$ cat config.mk
export PLATFORM = sky130hd
export DESIGN_NAME = windowed_free_running_watchdog
export DESIGN_NICKNAME = d
export VERILOG_FILES = /design/src/design/wdg_pkg.sv /design/src/design/windowed_free_running_watchdog.sv /design/src/design/wdg_prescaler.sv /design/src/design/wdg_reset_pulse.sv
export VERILOG_INCLUDE_DIRS = /design/src /design/src/design
export SDC_FILE = /design/constraint.sdc
export NUM_CORES = 1
export LEC_CHECK = 0
export ABC_AREA = 0
export BUFFER_PORTS_ARGS = -buffer_cell sky130_fd_sc_hd__buf_2
export CAP_MARGIN = 20
export CORE_MARGIN = 2
export CORE_UTILIZATION = 49
export CTS_BUF_LIST = sky130_fd_sc_hd__clkbuf_8
export CTS_CLUSTER_SIZE = 24
export DETAILED_ROUTE_END_ITERATION = 6
export HOLD_SLACK_MARGIN = 0.15
export PLACE_DENSITY = 0.78
export SLEW_MARGIN = 40
export SYNTH_ARGS = -nofsm -noshare
export SYNTH_HDL_FRONTEND = slang
export SYNTH_SLANG_ARGS = --single-unit
$ cat constraint.sdc
create_clock -name mclk -period 2 [get_ports mclk]
set_input_delay 0.4 -clock mclk [delete_from_list [all_inputs] [get_ports mclk]]
set_output_delay 0.4 -clock mclk [all_outputs]
set_load 0.01 [all_outputs]
$ cat src/design/wdg_defines.svh
`ifndef WDG_DEFINES_SVH
`define WDG_DEFINES_SVH
// Operation
// - The 7-bit countdown drops by one every 65,536 clock cycles.
// - Active watchdog, count passing 40h to 3Fh, drives reset pin low about 500ns.
// - Countdown runs even when inactive; inactive watchdog never resets.
// - At 8 MHz, FFh gives 524.288 ms and C0h gives 8.192 ms.
// - Software option: watchdog inactive after every reset.
// - Once activated no write deactivates it; only reset does.
// - Write with activate set and top bit clear resets at once.
// - Hardware option: always active, stored activate bit ignored.
// - Wait has no effect; halt freezes counter and blocks watchdog reset.
// - After halt wake by interrupt, counting resumes after 514 clocks.
// - Reset ending halt returns software watchdog to inactive state.
// - Control register resets to 7Fh.
// - Activate bit 7 set by software, cleared only by reset; zero write ignored.
// - Bits 6:0 read current count; writing them loads a new count.

////////////////////////////////////////////////////////////////////////////////
`define WDG_ADDR_W        8
`define WDG_CTRL_INDEX    8'h0D
`define WDG_STAT_INDEX    8'h0E
`define WDG_CTRL_ADDR     (8'(`WDG_CTRL_INDEX * 8'h04))
`define WDG_STAT_ADDR     (8'(`WDG_STAT_INDEX * 8'h04))
`define WDG_CTRL_RESET    8'h7F
`define WDG_ACT_BIT       7
`define WDG_TOP_BIT       6
`define WDG_TRIP_VALUE    7'h40
`define WDG_DECR_CYCLES   65536
`define WDG_PRESC_W       17
`define WDG_WAKE_CYCLES   514
`define WDG_WAKE_W        10
`define WDG_RST_PULSE_NS  500
`define WDG_CLK_PERIOD_NS 4
`define WDG_RST_PULSE_CYCLES (`WDG_RST_PULSE_NS / `WDG_CLK_PERIOD_NS)
`define WDG_PULSE_W       8
`define WDG_RESP_OKAY     2'h0
`define WDG_RESP_SLVERR   2'h2
`endif

$ cat src/design/wdg_pkg.sv
package wdg_pkg;
   typedef enum logic [2:0] {
      RUN_ST  = 3'b001,
      HALT_ST = 3'b010,
      WAKE_ST = 3'b100
   } halt_state_type;
   typedef logic [6:0] count_type;
endpackage

$ cat src/design/windowed_free_running_watchdog.sv
`include "wdg_defines.svh"
module windowed_free_running_watchdog
   import wdg_pkg::*;
#(
   parameter int DECR_CYCLES = `WDG_DECR_CYCLES
) (
   input  wire logic                   mclk,
   input  wire logic                   rst_n,
   input  wire logic                   optionHardware,
   input  wire logic                   haltMode,
   input  wire logic                   extWake,
   output logic                        resetPin_n,
   input  wire logic [`WDG_ADDR_W-1:0] s_axi_awaddr,
   input  wire logic [2:0]             s_axi_awprot,
   input  wire logic                   s_axi_awvalid,
   output logic                        s_axi_awready,
   input  wire logic [31:0]            s_axi_wdata,
   input  wire logic [3:0]             s_axi_wstrb,
   input  wire logic                   s_axi_wvalid,
   output logic                        s_axi_wready,
   output logic [1:0]                  s_axi_bresp,
   output logic                        s_axi_bvalid,
   input  wire logic                   s_axi_bready,
   input  wire logic [`WDG_ADDR_W-1:0] s_axi_araddr,
   input  wire logic [2:0]             s_axi_arprot,
   input  wire logic                   s_axi_arvalid,
   output logic                        s_axi_arready,
   output logic [31:0]                 s_axi_rdata,
   output logic [1:0]                  s_axi_rresp,
   output logic                        s_axi_rvalid,
   input  wire logic                   s_axi_rready
);

////////////////////////////////////////////////////////////////////////////////
   logic [`WDG_ADDR_W-1:0] awAddr;
   logic [31:0]            wData;
   logic [3:0]             wStrb;
   logic                   doWrite;
   logic                   ctrlWrite;
   logic                   activate;
   count_type              ctrlCount;
   logic                   hwMode;
   logic                   optCaught;
   logic                   effActive;
   logic                   tick;
   logic                   halted;
   logic                   wakePending;
   logic                   fire;
   logic                   next_fire;
   logic [31:0]            next_rdata;
   logic [1:0]             next_rresp;

   wdg_prescaler #(
      .DECR_CYCLES (DECR_CYCLES)
   ) u_prescaler (
      .mclk        (mclk),
      .rst_n       (rst_n),
      .haltMode    (haltMode),
      .extWake     (extWake),
      .tick        (tick),
      .halted      (halted),
      .wakePending (wakePending)
   );

   wdg_reset_pulse u_pulse (
      .mclk       (mclk),
      .rst_n      (rst_n),
      .fire       (fire),
      .resetPin_n (resetPin_n)
   );

////////////////////////////////////////////////////////////////////////////////
   // Write channel: address and data taken in either order, response after both
   always_ff @(posedge mclk or negedge rst_n) begin
      if (!rst_n) begin
         s_axi_awready <= 1'b1;
         awAddr        <= '0;
      end else if (s_axi_awvalid && s_axi_awready) begin
         s_axi_awready <= 1'b0;
         awAddr        <= s_axi_awaddr;
      end else if (s_axi_bvalid && s_axi_bready) begin
         s_axi_awready <= 1'b1;
      end
   end

   always_ff @(posedge mclk or negedge rst_n) begin
      if (!rst_n) begin
         s_axi_wready <= 1'b1;
         wData        <= '0;
         wStrb        <= '0;
      end else if (s_axi_wvalid && s_axi_wready) begin
         s_axi_wready <= 1'b0;
         wData        <= s_axi_wdata;
         wStrb        <= s_axi_wstrb;
      end else if (s_axi_bvalid && s_axi_bready) begin
         s_axi_wready <= 1'b1;
      end
   end

   assign doWrite   = !s_axi_awready && !s_axi_wready && !s_axi_bvalid;
   assign ctrlWrite = doWrite && awAddr == `WDG_CTRL_ADDR && wStrb[0];

   always_ff @(posedge mclk or negedge rst_n) begin
      if (!rst_n) begin
         s_axi_bvalid <= 1'b0;
         s_axi_bresp  <= `WDG_RESP_OKAY;
      end else if (doWrite) begin
         s_axi_bvalid <= 1'b1;
         s_axi_bresp  <= (awAddr == `WDG_CTRL_ADDR || awAddr == `WDG_STAT_ADDR) ?
                         `WDG_RESP_OKAY : `WDG_RESP_SLVERR;
      end else if (s_axi_bready) begin
         s_axi_bvalid <= 1'b0;
      end
   end

////////////////////////////////////////////////////////////////////////////////
   // Read channel: one read outstanding, data one cycle after the address
   always_comb begin
      next_rdata = '0;
      next_rresp = `WDG_RESP_OKAY;
      if (s_axi_araddr == `WDG_CTRL_ADDR) begin
         next_rdata[7:0] = {activate, ctrlCount};
      end else if (s_axi_araddr == `WDG_STAT_ADDR) begin
         next_rdata[3:0] = {hwMode, wakePending, halted, effActive};
      end else begin
         next_rresp = `WDG_RESP_SLVERR;
      end
   end

   always_ff @(posedge mclk or negedge rst_n) begin
      if (!rst_n) begin
         s_axi_arready <= 1'b1;
         s_axi_rvalid  <= 1'b0;
         s_axi_rdata   <= '0;
         s_axi_rresp   <= `WDG_RESP_OKAY;
      end else if (s_axi_arvalid && s_axi_arready) begin
         s_axi_arready <= 1'b0;
         s_axi_rvalid  <= 1'b1;
         s_axi_rdata   <= next_rdata;
         s_axi_rresp   <= next_rresp;
      end else if (s_axi_rvalid && s_axi_rready) begin
         s_axi_rvalid  <= 1'b0;
         s_axi_arready <= 1'b1;
      end
   end

////////////////////////////////////////////////////////////////////////////////
   // Option strap caught once after reset release, never through the reset path
   always_ff @(posedge mclk or negedge rst_n) begin
      if (!rst_n) begin
         hwMode    <= 1'b0;
         optCaught <= 1'b0;
      end else if (!optCaught) begin
         hwMode    <= optionHardware;
         optCaught <= 1'b1;
      end
   end

   // Activate bit is sticky: a zero write cannot clear it
   always_ff @(posedge mclk or negedge rst_n) begin
      if (!rst_n) begin
         activate <= 1'(`WDG_CTRL_RESET >> `WDG_ACT_BIT);
      end else if (ctrlWrite && wData[`WDG_ACT_BIT]) begin
         activate <= 1'b1;
      end
   end

   assign effActive = hwMode || activate;

   // Free-running countdown; a software load beats the decrement in the same cycle
   always_ff @(posedge mclk or negedge rst_n) begin
      if (!rst_n) begin
         ctrlCount <= count_type'(`WDG_CTRL_RESET);
      end else if (ctrlWrite) begin
         ctrlCount <= wData[6:0];
      end else if (tick) begin
         ctrlCount <= ctrlCount - 1'b1;
      end
   end

   // Reset is the watchdog's only action; there is no interrupt
   always_comb begin
      next_fire = 1'b0;
      if (ctrlWrite) begin
         next_fire = (effActive || wData[`WDG_ACT_BIT]) && !wData[`WDG_TOP_BIT];
      end else if (tick && ctrlCount == `WDG_TRIP_VALUE) begin
         next_fire = effActive;
      end
   end

   always_ff @(posedge mclk or negedge rst_n) begin
      if (!rst_n) begin
         fire <= 1'b0;
      end else begin
         fire <= next_fire;
      end
   end

////////////////////////////////////////////////////////////////////////////////
   // Checking helpers
   logic [`WDG_PRESC_W-1:0] sinceTick;
   logic                    seenTick;
   logic                    firstCycle;
   logic [`WDG_PULSE_W-1:0] sinceFire;
   logic [`WDG_WAKE_W-1:0]  wakeLen;

   always_ff @(posedge mclk or negedge rst_n) begin
      if (!rst_n) begin
         sinceTick  <= '0;
         seenTick   <= 1'b0;
         firstCycle <= 1'b1;
      end else begin
         firstCycle <= 1'b0;
         if (tick) begin
            sinceTick <= '0;
            seenTick  <= 1'b1;
         end else if (halted || wakePending) begin
            seenTick  <= 1'b0;
         end else begin
            sinceTick <= sinceTick + 1'b1;
         end
      end
   end

   // Saturates so a long quiet spell never wraps into a false width
   always_ff @(posedge mclk or negedge rst_n) begin
      if (!rst_n) begin
         sinceFire <= '1;
      end else if (fire) begin
         sinceFire <= '0;
      end else if (sinceFire != '1) begin
         sinceFire <= sinceFire + 1'b1;
      end
   end

   always_ff @(posedge mclk or negedge rst_n) begin
      if (!rst_n) begin
         wakeLen <= '0;
      end else if (wakePending) begin
         wakeLen <= wakeLen + 1'b1;
      end else begin
         wakeLen <= '0;
      end
   end
endmodule

$ cat src/design/wdg_prescaler.sv
`include "wdg_defines.svh"
module wdg_prescaler
   import wdg_pkg::*;
#(
   parameter int DECR_CYCLES = `WDG_DECR_CYCLES
) (
   input  wire logic mclk,
   input  wire logic rst_n,
   input  wire logic haltMode,
   input  wire logic extWake,
   output logic      tick,
   output logic      halted,
   output logic      wakePending
);
   halt_state_type          state;
   logic [`WDG_PRESC_W-1:0] presc;
   logic [`WDG_WAKE_W-1:0]  wakeCnt;

   // Halt freezes everything; only an external wake or reset leaves it
   always_ff @(posedge mclk or negedge rst_n) begin
      if (!rst_n) begin
         state   <= RUN_ST;
         wakeCnt <= '0;
      end else begin
         unique case (state)
            RUN_ST: begin
               if (haltMode) begin
                  state <= HALT_ST;
               end
            end
            HALT_ST: begin
               if (extWake) begin
                  state   <= WAKE_ST;
                  wakeCnt <= '0;
               end
            end
            WAKE_ST: begin
               if (wakeCnt == `WDG_WAKE_W'(`WDG_WAKE_CYCLES - 1)) begin
                  state <= RUN_ST;
               end else begin
                  wakeCnt <= wakeCnt + 1'b1;
               end
            end
         endcase
      end
   end

   always_ff @(posedge mclk or negedge rst_n) begin
      if (!rst_n) begin
         presc <= '0;
         tick  <= 1'b0;
      end else if (state == RUN_ST && !haltMode) begin
         if (presc == `WDG_PRESC_W'(DECR_CYCLES - 1)) begin
            presc <= '0;
            tick  <= 1'b1;
         end else begin
            presc <= presc + 1'b1;
            tick  <= 1'b0;
         end
      end else begin
         tick <= 1'b0;
      end
   end

   always_ff @(posedge mclk or negedge rst_n) begin
      if (!rst_n) begin
         halted      <= 1'b0;
         wakePending <= 1'b0;
      end else begin
         halted      <= (state == HALT_ST) || (state == RUN_ST && haltMode);
         wakePending <= (state == HALT_ST && extWake) ||
                        (state == WAKE_ST && wakeCnt != `WDG_WAKE_W'(`WDG_WAKE_CYCLES - 1));
      end
   end
endmodule

$ cat src/design/wdg_reset_pulse.sv
`include "wdg_defines.svh"
module wdg_reset_pulse (
   input  wire logic mclk,
   input  wire logic rst_n,
   input  wire logic fire,
   output logic      resetPin_n
);
   logic [`WDG_PULSE_W-1:0] remain;

   // A new trigger during the pulse restarts the full width
   always_ff @(posedge mclk or negedge rst_n) begin
      if (!rst_n) begin
         remain     <= '0;
         resetPin_n <= 1'b1;
      end else if (fire) begin
         remain     <= `WDG_PULSE_W'(`WDG_RST_PULSE_CYCLES - 1);
         resetPin_n <= 1'b0;
      end else if (remain != '0) begin
         remain     <= remain - 1'b1;
         resetPin_n <= 1'b0;
      end else begin
         resetPin_n <= 1'b1;
      end
   end
endmodule

=== Word level (Yosys, flattened, before mapping) ===
Cells that the tools add are included.

* Memory bits (read-only): 0
* Register bits: 87
* Bits in latches: 0
* RAM bits: 0
* Memories kept: 0
* Input bits: 68

* Shift-type cells: 0
* Eq/ne operators: 15
* $mul: 0
* Bitwise logic cells: 0
* Add/subtract/negate cells: 4
* Reduce and logical (&&, ||, !) cells: 36
* Div/mod/pow operators: 0
* Mux-type cells: 33
* $lt $le $gt $ge: 0

{| class="wikitable"
|+ Operators by type and width
! operator !! number
|-
| equality test 8 x 6 -> 1 bit (second input constant) || 4
|-
| 2-to-1 mux 10 bit || 2
|-
| case mux 10 bit (2 select lines) || 1
|-
| adder 17 x 1 -> 17 bit (second input constant) || 1
|-
| equality test 17 x 16 -> 1 bit (second input constant) || 1
|-
| 2-to-1 mux 17 bit || 1
|-
| logical AND 1 bit || 16
|-
| 2-to-1 mux 8 bit || 2
|-
| 2-to-1 mux 1 bit || 15
|-
| 2-to-1 mux 7 bit || 2
|-
| nonzero test 2 bit || 7
|-
| 2-to-1 mux 4 bit || 3
|-
| adder 10 x 1 -> 10 bit (second input constant) || 1
|-
| equality test 10 bit (second input constant) || 1
|-
| != test 10 bit (second input constant) || 1
|-
| 2-to-1 mux 3 bit || 3
|-
| case mux 3 bit (3 select lines) || 1
|-
| nonzero test 8 bit || 1
|-
| subtractor 8 x 1 -> 8 bit (second input constant) || 1
|-
| equality test 7 bit (second input constant) || 1
|-
| subtractor 7 x 1 -> 7 bit (second input constant) || 1
|-
| 2-to-1 mux 2 bit || 3
|-
| != test 2 bit (second input constant) || 3
|-
| AND reduction 3 bit || 2
|-
| 6 further kinds || 14
|}

=== Logic depth before layout (Yosys ltp) ===
Gate-level depths: netlist of run 1.

* Depth in word-level cells: 6
* Gate-level depth with buffers: 7

=== Hierarchy ===
From an unflattened synthesis of run 1, not the netlist that was laid out.

* Cell total of the unflattened synthesis: 398
* Area total of the unflattened synthesis: 4214.0 µm²

{| class="wikitable"
|+ Modules (own cells, without submodules)
! module !! area an instance (µm²) !! seq. area each (µm²) !! instances !! cells an instance
|-
| windowed_free_running_watchdog || 2059.5 || 1088.5 || 1 || 183
|-
| wdg_prescaler || 1679.1 || 827.0 || 1 || 169
|-
| wdg_reset_pulse || 475.5 || 226.5 || 1 || 46
|}

=== Worst setup path before layout of run 1 ===
No wires, ideal clock.

* Kind: flip-flop to flip-flop
* Start point: register u_prescaler.state[0]
* End point: register u_prescaler.presc[13]
* Period minus slack after synthesis: 2126 ps
* Setup slack: -126 ps
* Library setup time: 78 ps
* Cell stages (with the launch flop): 6
* Arrival time: 2048 ps
* Buffers on the path: 1
* Cell sequence: dfstp_2 or4b_1 buf_2 or4_4 or3_1 a21oi_1

* Cells in the longest elaborated chain, start to end: 2

{| class="wikitable"
|+ RTL lines
! item !! RTL line !! source
|-
| from (decl) || wdg_prescaler.sv:15 || <nowiki>halt_state_type state;</nowiki>
|-
| from (signal assigned) || wdg_prescaler.sv:22 || <nowiki>state <= RUN_ST;</nowiki>
|-
| from (signal assigned) || wdg_prescaler.sv:28 || <nowiki>state <= HALT_ST;</nowiki>
|-
| from (signal assigned) || wdg_prescaler.sv:33 || <nowiki>state <= WAKE_ST;</nowiki>
|-
| equality test 3 x 1 -> 1 bit || wdg_prescaler.sv:52 || <nowiki>end else if (state == RUN_ST && !haltMode) begin</nowiki>
|-
| logical AND 1 bit || wdg_prescaler.sv:52 ||
|-
| to (signal assigned) || wdg_prescaler.sv:57 || <nowiki>presc <= presc + 1'b1;</nowiki>
|-
| to (decl) || wdg_prescaler.sv:16 || <nowiki>logic [`WDG_PRESC_W-1:0] presc;</nowiki>
|}

No other way between the ends.
A chain may end at the register's enable or synchronous reset.

=== Worst setup path after layout of run 1 ===
Ends and elaborated chain as after synthesis.

==> run summary, run 1 <==
outcome -> finished, violations left
failing checks -> negative setup slack
pwr dens -> 1070 nW/um^2
Placer Congestion -> 0.848
RSZ-0062 raised after global routing -> true
GRT Total Usage -> 0.177
WL/cell -> 13.6 um
share of layout cells above drive strength 1 -> 0.277
synthesis-stage register bit count -> 85
# port buffers -> 50
Final Skew -> 0.0134 ns
ys flop type -> dfrtp_1
global route overflow -> 0
DP Area -> 4510 sq um
later-pin clock latency in the skew report -> 0.35 ns
drt pass-1 iters -> 4
Max-cap violations -> 0
Core Area -> 8180 sq um
Mapped Cells -> 391
first-pass GRT wire length -> 12.7 mm
VDD IR max -> 0.595 mV
# diodes -> 0
H-tree levels -> 3
design area -> 4760 sq um
Final period util -> 1.04
crit path max fanout -> 5
P&R area growth vs syn -> 16.3%
CP required -> 2.28 ns
die width -> 95.4 um
Routed Antenna Nets -> 0
clock sink count -> 85
top cells by area, synth -> dfrtp_1 45%, dfstp_2 7.7%, mux2_2 5.2%
total number of vias -> 3,032
initial antenna violation count -> 0
Fillers -> 688
total design power -> 5.11 mW
crit path time final -> 2.09 ns
worst min path class -> in2reg
Cell Rows -> 33
Setup crit start kind -> flip-flop
cell family with most CP delay -> simple AND/OR/NAND/NOR gates
TritonCTS clock tree -> yes
hpwl dp -> 5.56 mm
clock-pin transition on the worst setup and hold timing paths -> 0.09 ns
cell with the largest stage delay on the worst path -> dfstp_2
Via-to-Cell Ratio -> 5.28
die height -> 95.4 um
Seq/Total Area, Yosys -> 0.523
CP Capture Type -> flip-flop
Post-synth ARST share -> 1.00
kind of critical path -> reg2reg
Root Buffer -> clkbuf_8
Worst Path Arrival -> 2.37 ns
post-synth top area share -> 0.446
DRC Markers -> 0
routed wire length -> 7.81 mm
number of enable flip-flop cells after synthesis -> 0
Distinct cells, synth -> 51
buffers and inverters on the worst path -> 0
Hold Fails Final Rpt -> 0
Die ar. -> 9100 sq um
clk buf depth -> 2
Mapped Area -> 4090 sq um
num ports -> 110
Leak -> 2.22 nW
endpoints failing setup -> 2
synth warn -> 0
Final Max Slew Viols -> 0
vias in the first global route -> 2,840
DRT iter0 DRCs -> 142
largest net degree at the start of global routing -> 43
max incr delay on CP -> 0.54 ns
Num CTS Buffers -> 9
worst setup margin -> -0.0885 ns
average cell area after synthesis -> 10.5 sq um
cell accounting for the most synthesized area -> dfrtp_1
Final nets -> 539
Max Clk Rate -> 479 MHz
critical-path cell list -> or4b_4 -> or4_4 -> or3_4 -> a21oi_2
initial core utilization -> 0.501
[metrics by stage]
stage | TNS (ns) | util | cells | hold slack, ns | setup slack (ns)
finish | -0.0943 | 0.582 | 574 | 0.207 | -0.0885
global route | -0.263 | 0.582 | 574 | 0.192 | -0.127
CTS | -0.0708 | 0.579 | 574 | 0.195 | -0.0708
detailed placement | -0.549 | 0.551 | 556 | 0.311 | -0.166
global placement | -0.359 | 0.551 | 556 | 0.306 | -0.115
floorplan | -0.110 | - | 416 | 0.104 | -0.0698
[final timing paths]
check	end	slack, ns	start	cells past startpoint
max in group asynchronous	s_axi_arready$_DFFE_PN1P_	0.88	rst_n	3
max	u_prescaler.presc[13]$_DFFE_PN0P_	-0.09	u_prescaler.state[0]$_DFFE_PN1P_	4
min in group asynchronous	u_prescaler.presc[16]$_DFFE_PN0P_	0.47	rst_n	2
min reg2reg	s_axi_rdata[3]$_DFFE_PN0P_	0.47	s_axi_rdata[3]$_DFFE_PN0P_	2
max reg2reg	u_prescaler.presc[13]$_DFFE_PN0P_	-0.09	u_prescaler.state[0]$_DFFE_PN1P_	4
min	s_axi_wready$_DFFE_PN1P_	0.21	s_axi_wvalid	2
[placed cells by master (no fill, tap or decap), drive strengths merged, types with 4 or more instances in the layout]
| master | netlist | layout |
|---|---|---|
| a21oi | 16 | 16 |
| a22o | 4 | 4 |
| a22oi | 4 | 4 |
| a31oi | 4 | 4 |
| and3 | 6 | 6 |
| buf | 27 | 72 |
| clkbuf | 9 | 10 |
| conb | 2 | 27 |
| dfrtp | 73 | 73 |
| dfstp | 12 | 12 |
| ha | 7 | 7 |
| inv | 12 | 13 |
| mux2 | 19 | 19 |
| nand2 | 40 | 40 |
| nand2b | 6 | 6 |
| nand3 | 18 | 18 |
| nand4 | 8 | 8 |
| nor2 | 24 | 24 |
| nor3 | 11 | 11 |
| nor4 | 6 | 6 |
| o21a | 4 | 4 |
| o21ai | 13 | 13 |
| or3 | 6 | 6 |
| or4 | 5 | 5 |
| xnor2 | 14 | 14 |
| xor2 | 8 | 8 |
[cell families (layout without fill, tap and decap cells)]
kind of cell | after synthesis | count (layout) | share of synthesized area
DFF | 85 | 85 | 0.523
and+or+nand+nor | 144 | 144 | 0.182
other | 2 | 27 | 0.00183
buffers and inverters | 48 | 101 | 0.0682
xor gates and xnor gates | 22 | 22 | 0.0471
muxes | 22 | 22 | 0.0596
adders and majority gates | 7 | 7 | 0.0214
AOI/OAI and AO/OA | 61 | 61 | 0.0963
[metal layers]
metal	vias to the layer above	GRT usage	wire length [um]	part of all wire
met4	0	0.0524	62	0.0079
met1	1480	0.230	3520	0.45
li1	1478	-	-	-
met2	68	0.299	3870	0.50
met5	-	0	0	0
met3	6	0.0372	356	0.046
[worst register-to-register path, cell delays in order, from the launching register on]
cell and delay [ns]:
dfstp_2 0.54, or4b_4 0.49, or4_4 0.52, or3_4 0.35
a21oi_2 0.13
[what timing repair did]
item,4_1_cts,5_1_grt
gates resized for setup,1,6
endpoints found under the setup margin,7,9
hold buffers,1,0
endpoints found under the hold margin,17,0
setup buffers,1,0
[cell usage after synthesis, drive strengths merged, types with 5 or more instances]
master   n
mux2    19
xor2     8
nor3    11
nor2    24
xnor2   14
ha       7
nand4    8
nand2   40
inv     12
or3      6
buf     27
nand3   18
clkbuf   9
or4      5
a21oi   16
nor4     6
nand2b   6
o21ai   13
dfstp   12
and3     6
dfrtp   73
[registers in the layout, indices dropped and copies added (netlist names), 3 cells and up]
register	cells
u_pulse.remain	8
wData	8
u_prescaler.wakeCnt	10
s_axi_rdata	8
u_prescaler.presc	17
ctrlCount	7
awAddr	8
u_prescaler.state	3
[report_power, final]
part	switching [mW]	internal, mW	total, mW
combinational	0.647	0.649	1.30
clock	0.621	0.610	1.23
sequential	0.365	2.21	2.58
[area by class of cell]
type	instances	area [sq um]	share of cell area
Clock buffer	10	138	0.0289
Clock inverter	6	63.8	0.0134
Inverter	12	45.0	0.00946
Multi-Input combinational cell	283	1800	0.378
Sequential cell	85	2140	0.450
Tap cell	105	131	0.0276
Timing Repair Buffer	73	440	0.0925
(Power assumes the default switching activity.)
==> run 2, diff against run 1 <==
- CELL_PAD_IN_SITES_DETAIL_PLACEMENT: not set -> 1
- CELL_PAD_IN_SITES_GLOBAL_PLACEMENT: not set -> 2
- CORE_UTILIZATION: 49 -> 30
- PLACE_DENSITY: 0.78 -> not set
- PLACE_DENSITY_LB_ADDON: not set -> 0.1
==> run 2 against run 1 <==
  * The run still ends with negative setup slack left
  * Register-to-register slack improved by 0.05 ns
  * Critical path depth unchanged
  * Setup slack gained 0.045 ns
  * Count of clock-buffer cells in the layout up 1
  * Cell count increased by 13%
  * Clock power grew 12%
  * Wire length increased by 18%
  * Maximum frequency up 2.2%
  * Clock skew is 0.0037 ns lower
  * Sequential power barely moved
==> run summary, run 2 (same netlist as run 1, synthesis figures left out) <==
num ports -> 110
crit path max fanout -> 4
clock sink count -> 85
Routed Antenna Nets -> 0
crit path time final -> 2.04 ns
failing checks -> negative setup slack
GRT Total Usage -> 0.138
endpoints failing setup -> 1
Fillers -> 1,543
M1 WL -> 4.38 mm
largest net degree at the start of global routing -> 36
WHS -> 0.186 ns
TritonCTS clock tree -> yes
pwr dens -> 1070 nW/um^2
later-pin clock latency in the skew report -> 0.36 ns
share of layout cells above drive strength 1 -> 0.286
routed wire length -> 9.21 mm
max FFs per register -> 17
# diodes -> 0
Via-to-Cell Ratio -> 4.68
total number of vias -> 3,048
top sig layer -> met4
Die ar. -> 14,600 sq um
worst min path class -> in2reg
kind of critical path -> reg2reg
Top Registers -> u_prescaler.presc: 17 flops, u_prescaler.wakeCnt: 10 flops
clk buf depth -> 2
Leak -> 2.27 nW
initial core utilization -> 0.308
Placer Congestion -> 0.749
Post-Place Worst Slack -> -0.125 ns
Post-Layout Cell Count -> 651
hpwl dp -> 6.80 mm
P&R area growth vs syn -> 20.3%
Worst Path Arrival -> 2.34 ns
Max-cap violations -> 0
Reg with most FFs -> u_prescaler.presc
CP required -> 2.29 ns
RSZ-0062 raised after global routing -> true
Max Clk Rate -> 489 MHz
Core Area -> 13,300 sq um
initial antenna violation count -> 0
Routed met2 length -> 4.36 mm
Root Buffer -> clkbuf_8
DRC Markers -> 0
placed instance count -> 633
Cell Rows -> 42
Num CTS Buffers -> 9
Final period util -> 1.02
most common cell after layout, fill and taps aside -> dfrtp_1
worst setup margin -> -0.0431 ns
clock-pin transition on the worst setup and hold timing paths -> 0.08 ns
WL met3 -> 375 um
Util after Layout -> 0.371
WL/cell -> 14.1 um
Final Max Slew Viols -> 0
Final nets -> 545
first-pass GRT wire length -> 15.9 mm
Setup crit start kind -> flip-flop
total design power -> 5.28 mW
commonest non-fill, non-tap cells in the layout -> 73 x dfrtp_1, 49 x buf_2, 40 x nand2_1, 28 x buf_4, 27 x conb_1
global route overflow -> 0
outcome -> finished, violations left
Hold Fails Final Rpt -> 0
vias in the first global route -> 3,245
die height -> 121 um
drt pass-1 iters -> 4
DRT iter0 DRCs -> 87
Final Skew -> 0.00972 ns
CP Capture Type -> flip-flop
# port buffers -> 50
die width -> 121 um
H-tree levels -> 3
VDD IR max -> 0.364 mV
==> run 2: changes by cell type in the layout (fill, tap and decap cells not counted), sizes merged <==
cell and delta:
buf +6, bufinv +1, clkbuf +1, clkinv -3
inv +1
==> run 2: per-layer routing <==
layer | up-vias | track usage
met5 | - | 0
li1 | 1489 | -
met4 | 0 | 0.0349
met3 | 8 | 0.0415
met2 | 53 | 0.221
met1 | 1498 | 0.182
==> run 2: through the flow <==
stage / TNS [ns] / cell area [sq um]
after floorplan: -0.110 / 4190
after detailed placement: -0.363 / 4640
after global placement: -0.205 / 4640
final: -0.0431 / 4930
after CTS: -0.0877 / 4880
after global routing: -0.121 / 4930
==> run 2: path summary, 6_finish.rpt <==
check / from / endpoint / slack (ns) / cells after the start
worst max register to register: u_prescaler.state[0]$_DFFE_PN1P_ / u_prescaler.presc[13]$_DFFE_PN0P_ / -0.04 / 4
min in group asynchronous: rst_n / u_pulse.remain[1]$_DFFE_PN0N_ / 0.49 / 2
worst max-delay path: u_prescaler.state[0]$_DFFE_PN1P_ / u_prescaler.presc[13]$_DFFE_PN0P_ / -0.04 / 4
worst min-delay path: s_axi_awvalid / s_axi_awready$_DFFE_PN1P_ / 0.19 / 2
max in group asynchronous: rst_n / s_axi_wready$_DFFE_PN1P_ / 0.88 / 3
worst min register to register: s_axi_rdata[3]$_DFFE_PN0P_ / s_axi_rdata[3]$_DFFE_PN0P_ / 0.47 / 2
==> run 2: report_power, final <==
group	internal, mW	switching [mW]	total [mW]
Clock	0.763	0.615	1.38
Sequential	2.21	0.344	2.56
Combinational	0.668	0.673	1.34
==> run 2: what timing repair did <==
item | CTS | global route
hold buffers | 1 | 0
setup buffers | 0 | 1
endpoints found under the setup margin | 3 | 7
hold endpoints to repair | 18 | 0
pin swaps | 1 | 1
gates resized for setup | 1 | 8
==> run 2: area by class of cell <==
type                    count  area [sq um]  area share
repair buffers             79           485      0.0986
flip-flops and latches     85          2140       0.435
clock buffers              11           151      0.0307
well taps                 176           220      0.0447
inverters                  12          45.0     0.00914
multi-input cells         283          1810       0.367
clock inverters             5          75.1      0.0152
==> run 2: worst max-delay path, stage by stage, from the launching register on <==
cell and delay, ns:
dfstp_2 0.53, or4b_4 0.48, or4_4 0.51, or3_4 0.34, a21oi_2 0.12
==> run 3, diff against run 2 <==
- CORE_ASPECT_RATIO: not set -> 0.8
==> run 3 against run 2 <==
  * The run still ends with negative setup slack left
  * Cell count is 0.15% higher
  * Sequential cell count stayed put
  * Highest routed layer unchanged
  * Global-route usage is 0.16 points higher
  * Core utilization is 0.65 points lower
  * Critical endpoint unchanged
  * Register-to-register slack hardly changed
  * Clock skew is 0.0055 ns higher
  * Final area is 0.56% lower
  * Clock power is 7% lower
==> run summary, run 3 (same netlist as run 1, synthesis figures left out) <==
Final Skew -> 0.0152 ns
Reg with most FFs -> u_prescaler.presc
Reg2Reg Depth -> 4
total number of vias -> 3,059
kind of critical path -> reg2reg
num ports -> 110
initial core utilization -> 0.304
Max-cap violations -> 0
Routed Antenna Nets -> 0
Via-to-Cell Ratio -> 4.69
H-tree levels -> 3
clock-pin transition on the worst setup and hold timing paths -> 0.09 ns
CP required -> 2.31 ns
Core Area -> 13,500 sq um
share of layout cells above drive strength 1 -> 0.282
max incr delay on CP -> 0.54 ns
worst setup margin -> -0.0444 ns
reg-to-reg slack, setup -> -0.04 ns
DRT iter0 DRCs -> 86
later-pin clock latency in the skew report -> 0.37 ns
crit path time final -> 2.04 ns
Worst Hold Launch -> s_axi_awvalid
Worst Tran Pin Value -> 0.543 ns
clock sink count -> 85
Final period util -> 1.02
Top Registers -> u_prescaler.presc: 17 flops, u_prescaler.wakeCnt: 10 flops
Worst Path Arrival -> 2.35 ns
RSZ-0062 raised after global routing -> true
Leak -> 2.25 nW
Die ar. -> 14,600 sq um
most common cell after layout, fill and taps aside -> dfrtp_1
RR Endpoint -> u_prescaler.presc[13]$_DFFE_PN0P_
crit path max fanout -> 4
outcome -> finished, violations left
cell with the largest stage delay on the worst path -> dfstp_2
cell family with most CP delay -> simple AND/OR/NAND/NOR gates
initial antenna violation count -> 0
total design power -> 5.22 mW
WL/cell -> 14.5 um
# diodes -> 0
first-pass GRT wire length -> 15.9 mm
Setup crit start kind -> flip-flop
largest net degree at the start of global routing -> 41
hold depth -> 2
Final Max Slew Viols -> 0
CP Capture Type -> flip-flop
Post-Place Worst Slack -> -0.0982 ns
GRT Total Usage -> 0.139
Root Buffer -> clkbuf_8
failing checks -> negative setup slack
hpwl dp -> 6.88 mm
VDD IR max -> 0.383 mV
Util after Layout -> 0.364
relative slew slack -> 0.633
endpoints failing setup -> 2
TritonCTS clock tree -> yes
critical-path cell list -> or4b_4 -> or4_4 -> or3_4 -> a21oi_2
buffers and inverters on the worst path -> 0
Cell Rows -> 38
P&R area growth vs syn -> 19.7%
Num CTS Buffers -> 9
commonest non-fill, non-tap cells in the layout -> 73 x dfrtp_1, 49 x buf_2, 40 x nand2_1, 27 x conb_1
pwr dens -> 1070 nW/um^2
# port buffers -> 50
worst min path class -> in2reg
worst r2r src -> u_prescaler.state[0]$_DFFE_PN1P_
DRC Markers -> 0
die width -> 135 um
drt pass-1 iters -> 3
Placer Congestion -> 0.732
Hold Fails Final Rpt -> 0
vias in the first global route -> 3,145
DP Area -> 4620 sq um
routed wire length -> 9.43 mm
clk buf depth -> 2
max FFs per register -> 17
design area -> 4900 sq um
die height -> 108 um
Final nets -> 542
global route overflow -> 0
Max Clk Rate -> 489 MHz
hold worst-path end -> s_axi_awready$_DFFE_PN1P_
[run 3: through the flow]
step	cells	setup TNS [ns]	hold slack [ns]
final	652	-0.0485	0.188
after global placement	634	-0.152	0.392
after floorplan	416	-0.110	0.104
after global routing	652	-0.298	0.160
after detailed placement	634	-0.238	0.386
after CTS	652	-0.0885	0.153
[run 3: layout make-up]
type | count | area (sq um)
Inverter | 12 | 45.0
Tap cell | 180 | 225
Sequential cell | 85 | 2140
Clock buffer | 10 | 138
Fill cell | 1537 | 8560
Clock inverter | 6 | 71.3
Timing Repair Buffer | 76 | 465
Multi-Input combinational cell | 283 | 1810
[run 3: worst max-delay path by stage]
stage	startpoint	endpoint	slack (ns)	depth (start not counted)
3_5_place_dp	haltMode	u_prescaler.presc[13]$_DFFE_PN0P_	-0.1	5
3_3_place_gp	haltMode	u_prescaler.presc[13]$_DFFE_PN0P_	-0.08	5
4_1_cts	u_prescaler.state[0]$_DFFE_PN1P_	u_prescaler.presc[13]$_DFFE_PN0P_	-0.05	4
2_1_floorplan	u_prescaler.state[0]$_DFFE_PN1P_	u_prescaler.presc[13]$_DFFE_PN0P_	-0.07	5
5_1_grt	u_prescaler.state[0]$_DFFE_PN1P_	u_prescaler.presc[14]$_DFFE_PN0P_	-0.12	4
6_report	u_prescaler.state[0]$_DFFE_PN1P_	u_prescaler.presc[13]$_DFFE_PN0P_	-0.04	4
[run 3: power breakdown]
part | internal [mW] | switching [mW]
Clock | 0.622 | 0.659
Combinational | 0.665 | 0.703
Sequential | 2.21 | 0.357
Total | 3.50 | 1.72
[run 3: layer usage]
| metal | GRT usage | vias up | part of all wire |
|---|---|---|---|
| met2 | 0.215 | 54 | 0.44 |
| met1 | 0.192 | 1502 | 0.51 |
| met3 | 0.0450 | 8 | 0.044 |
| met5 | 0 | - | 0 |
| li1 | - | 1495 | - |
| met4 | 0.0316 | 0 | 0.0088 |
[run 3: timing repair]
| action | 4_1_cts | 5_1_grt |
|---|---|---|
| hold buffers | 2 | 0 |
| gates cloned | 0 | 0 |
| gates resized for setup | 1 | 7 |
| endpoints found under the setup margin | 3 | 7 |
| hold endpoints to repair | 29 | 0 |
| setup buffers | 0 | 0 |
| pin swaps | 0 | 0 |
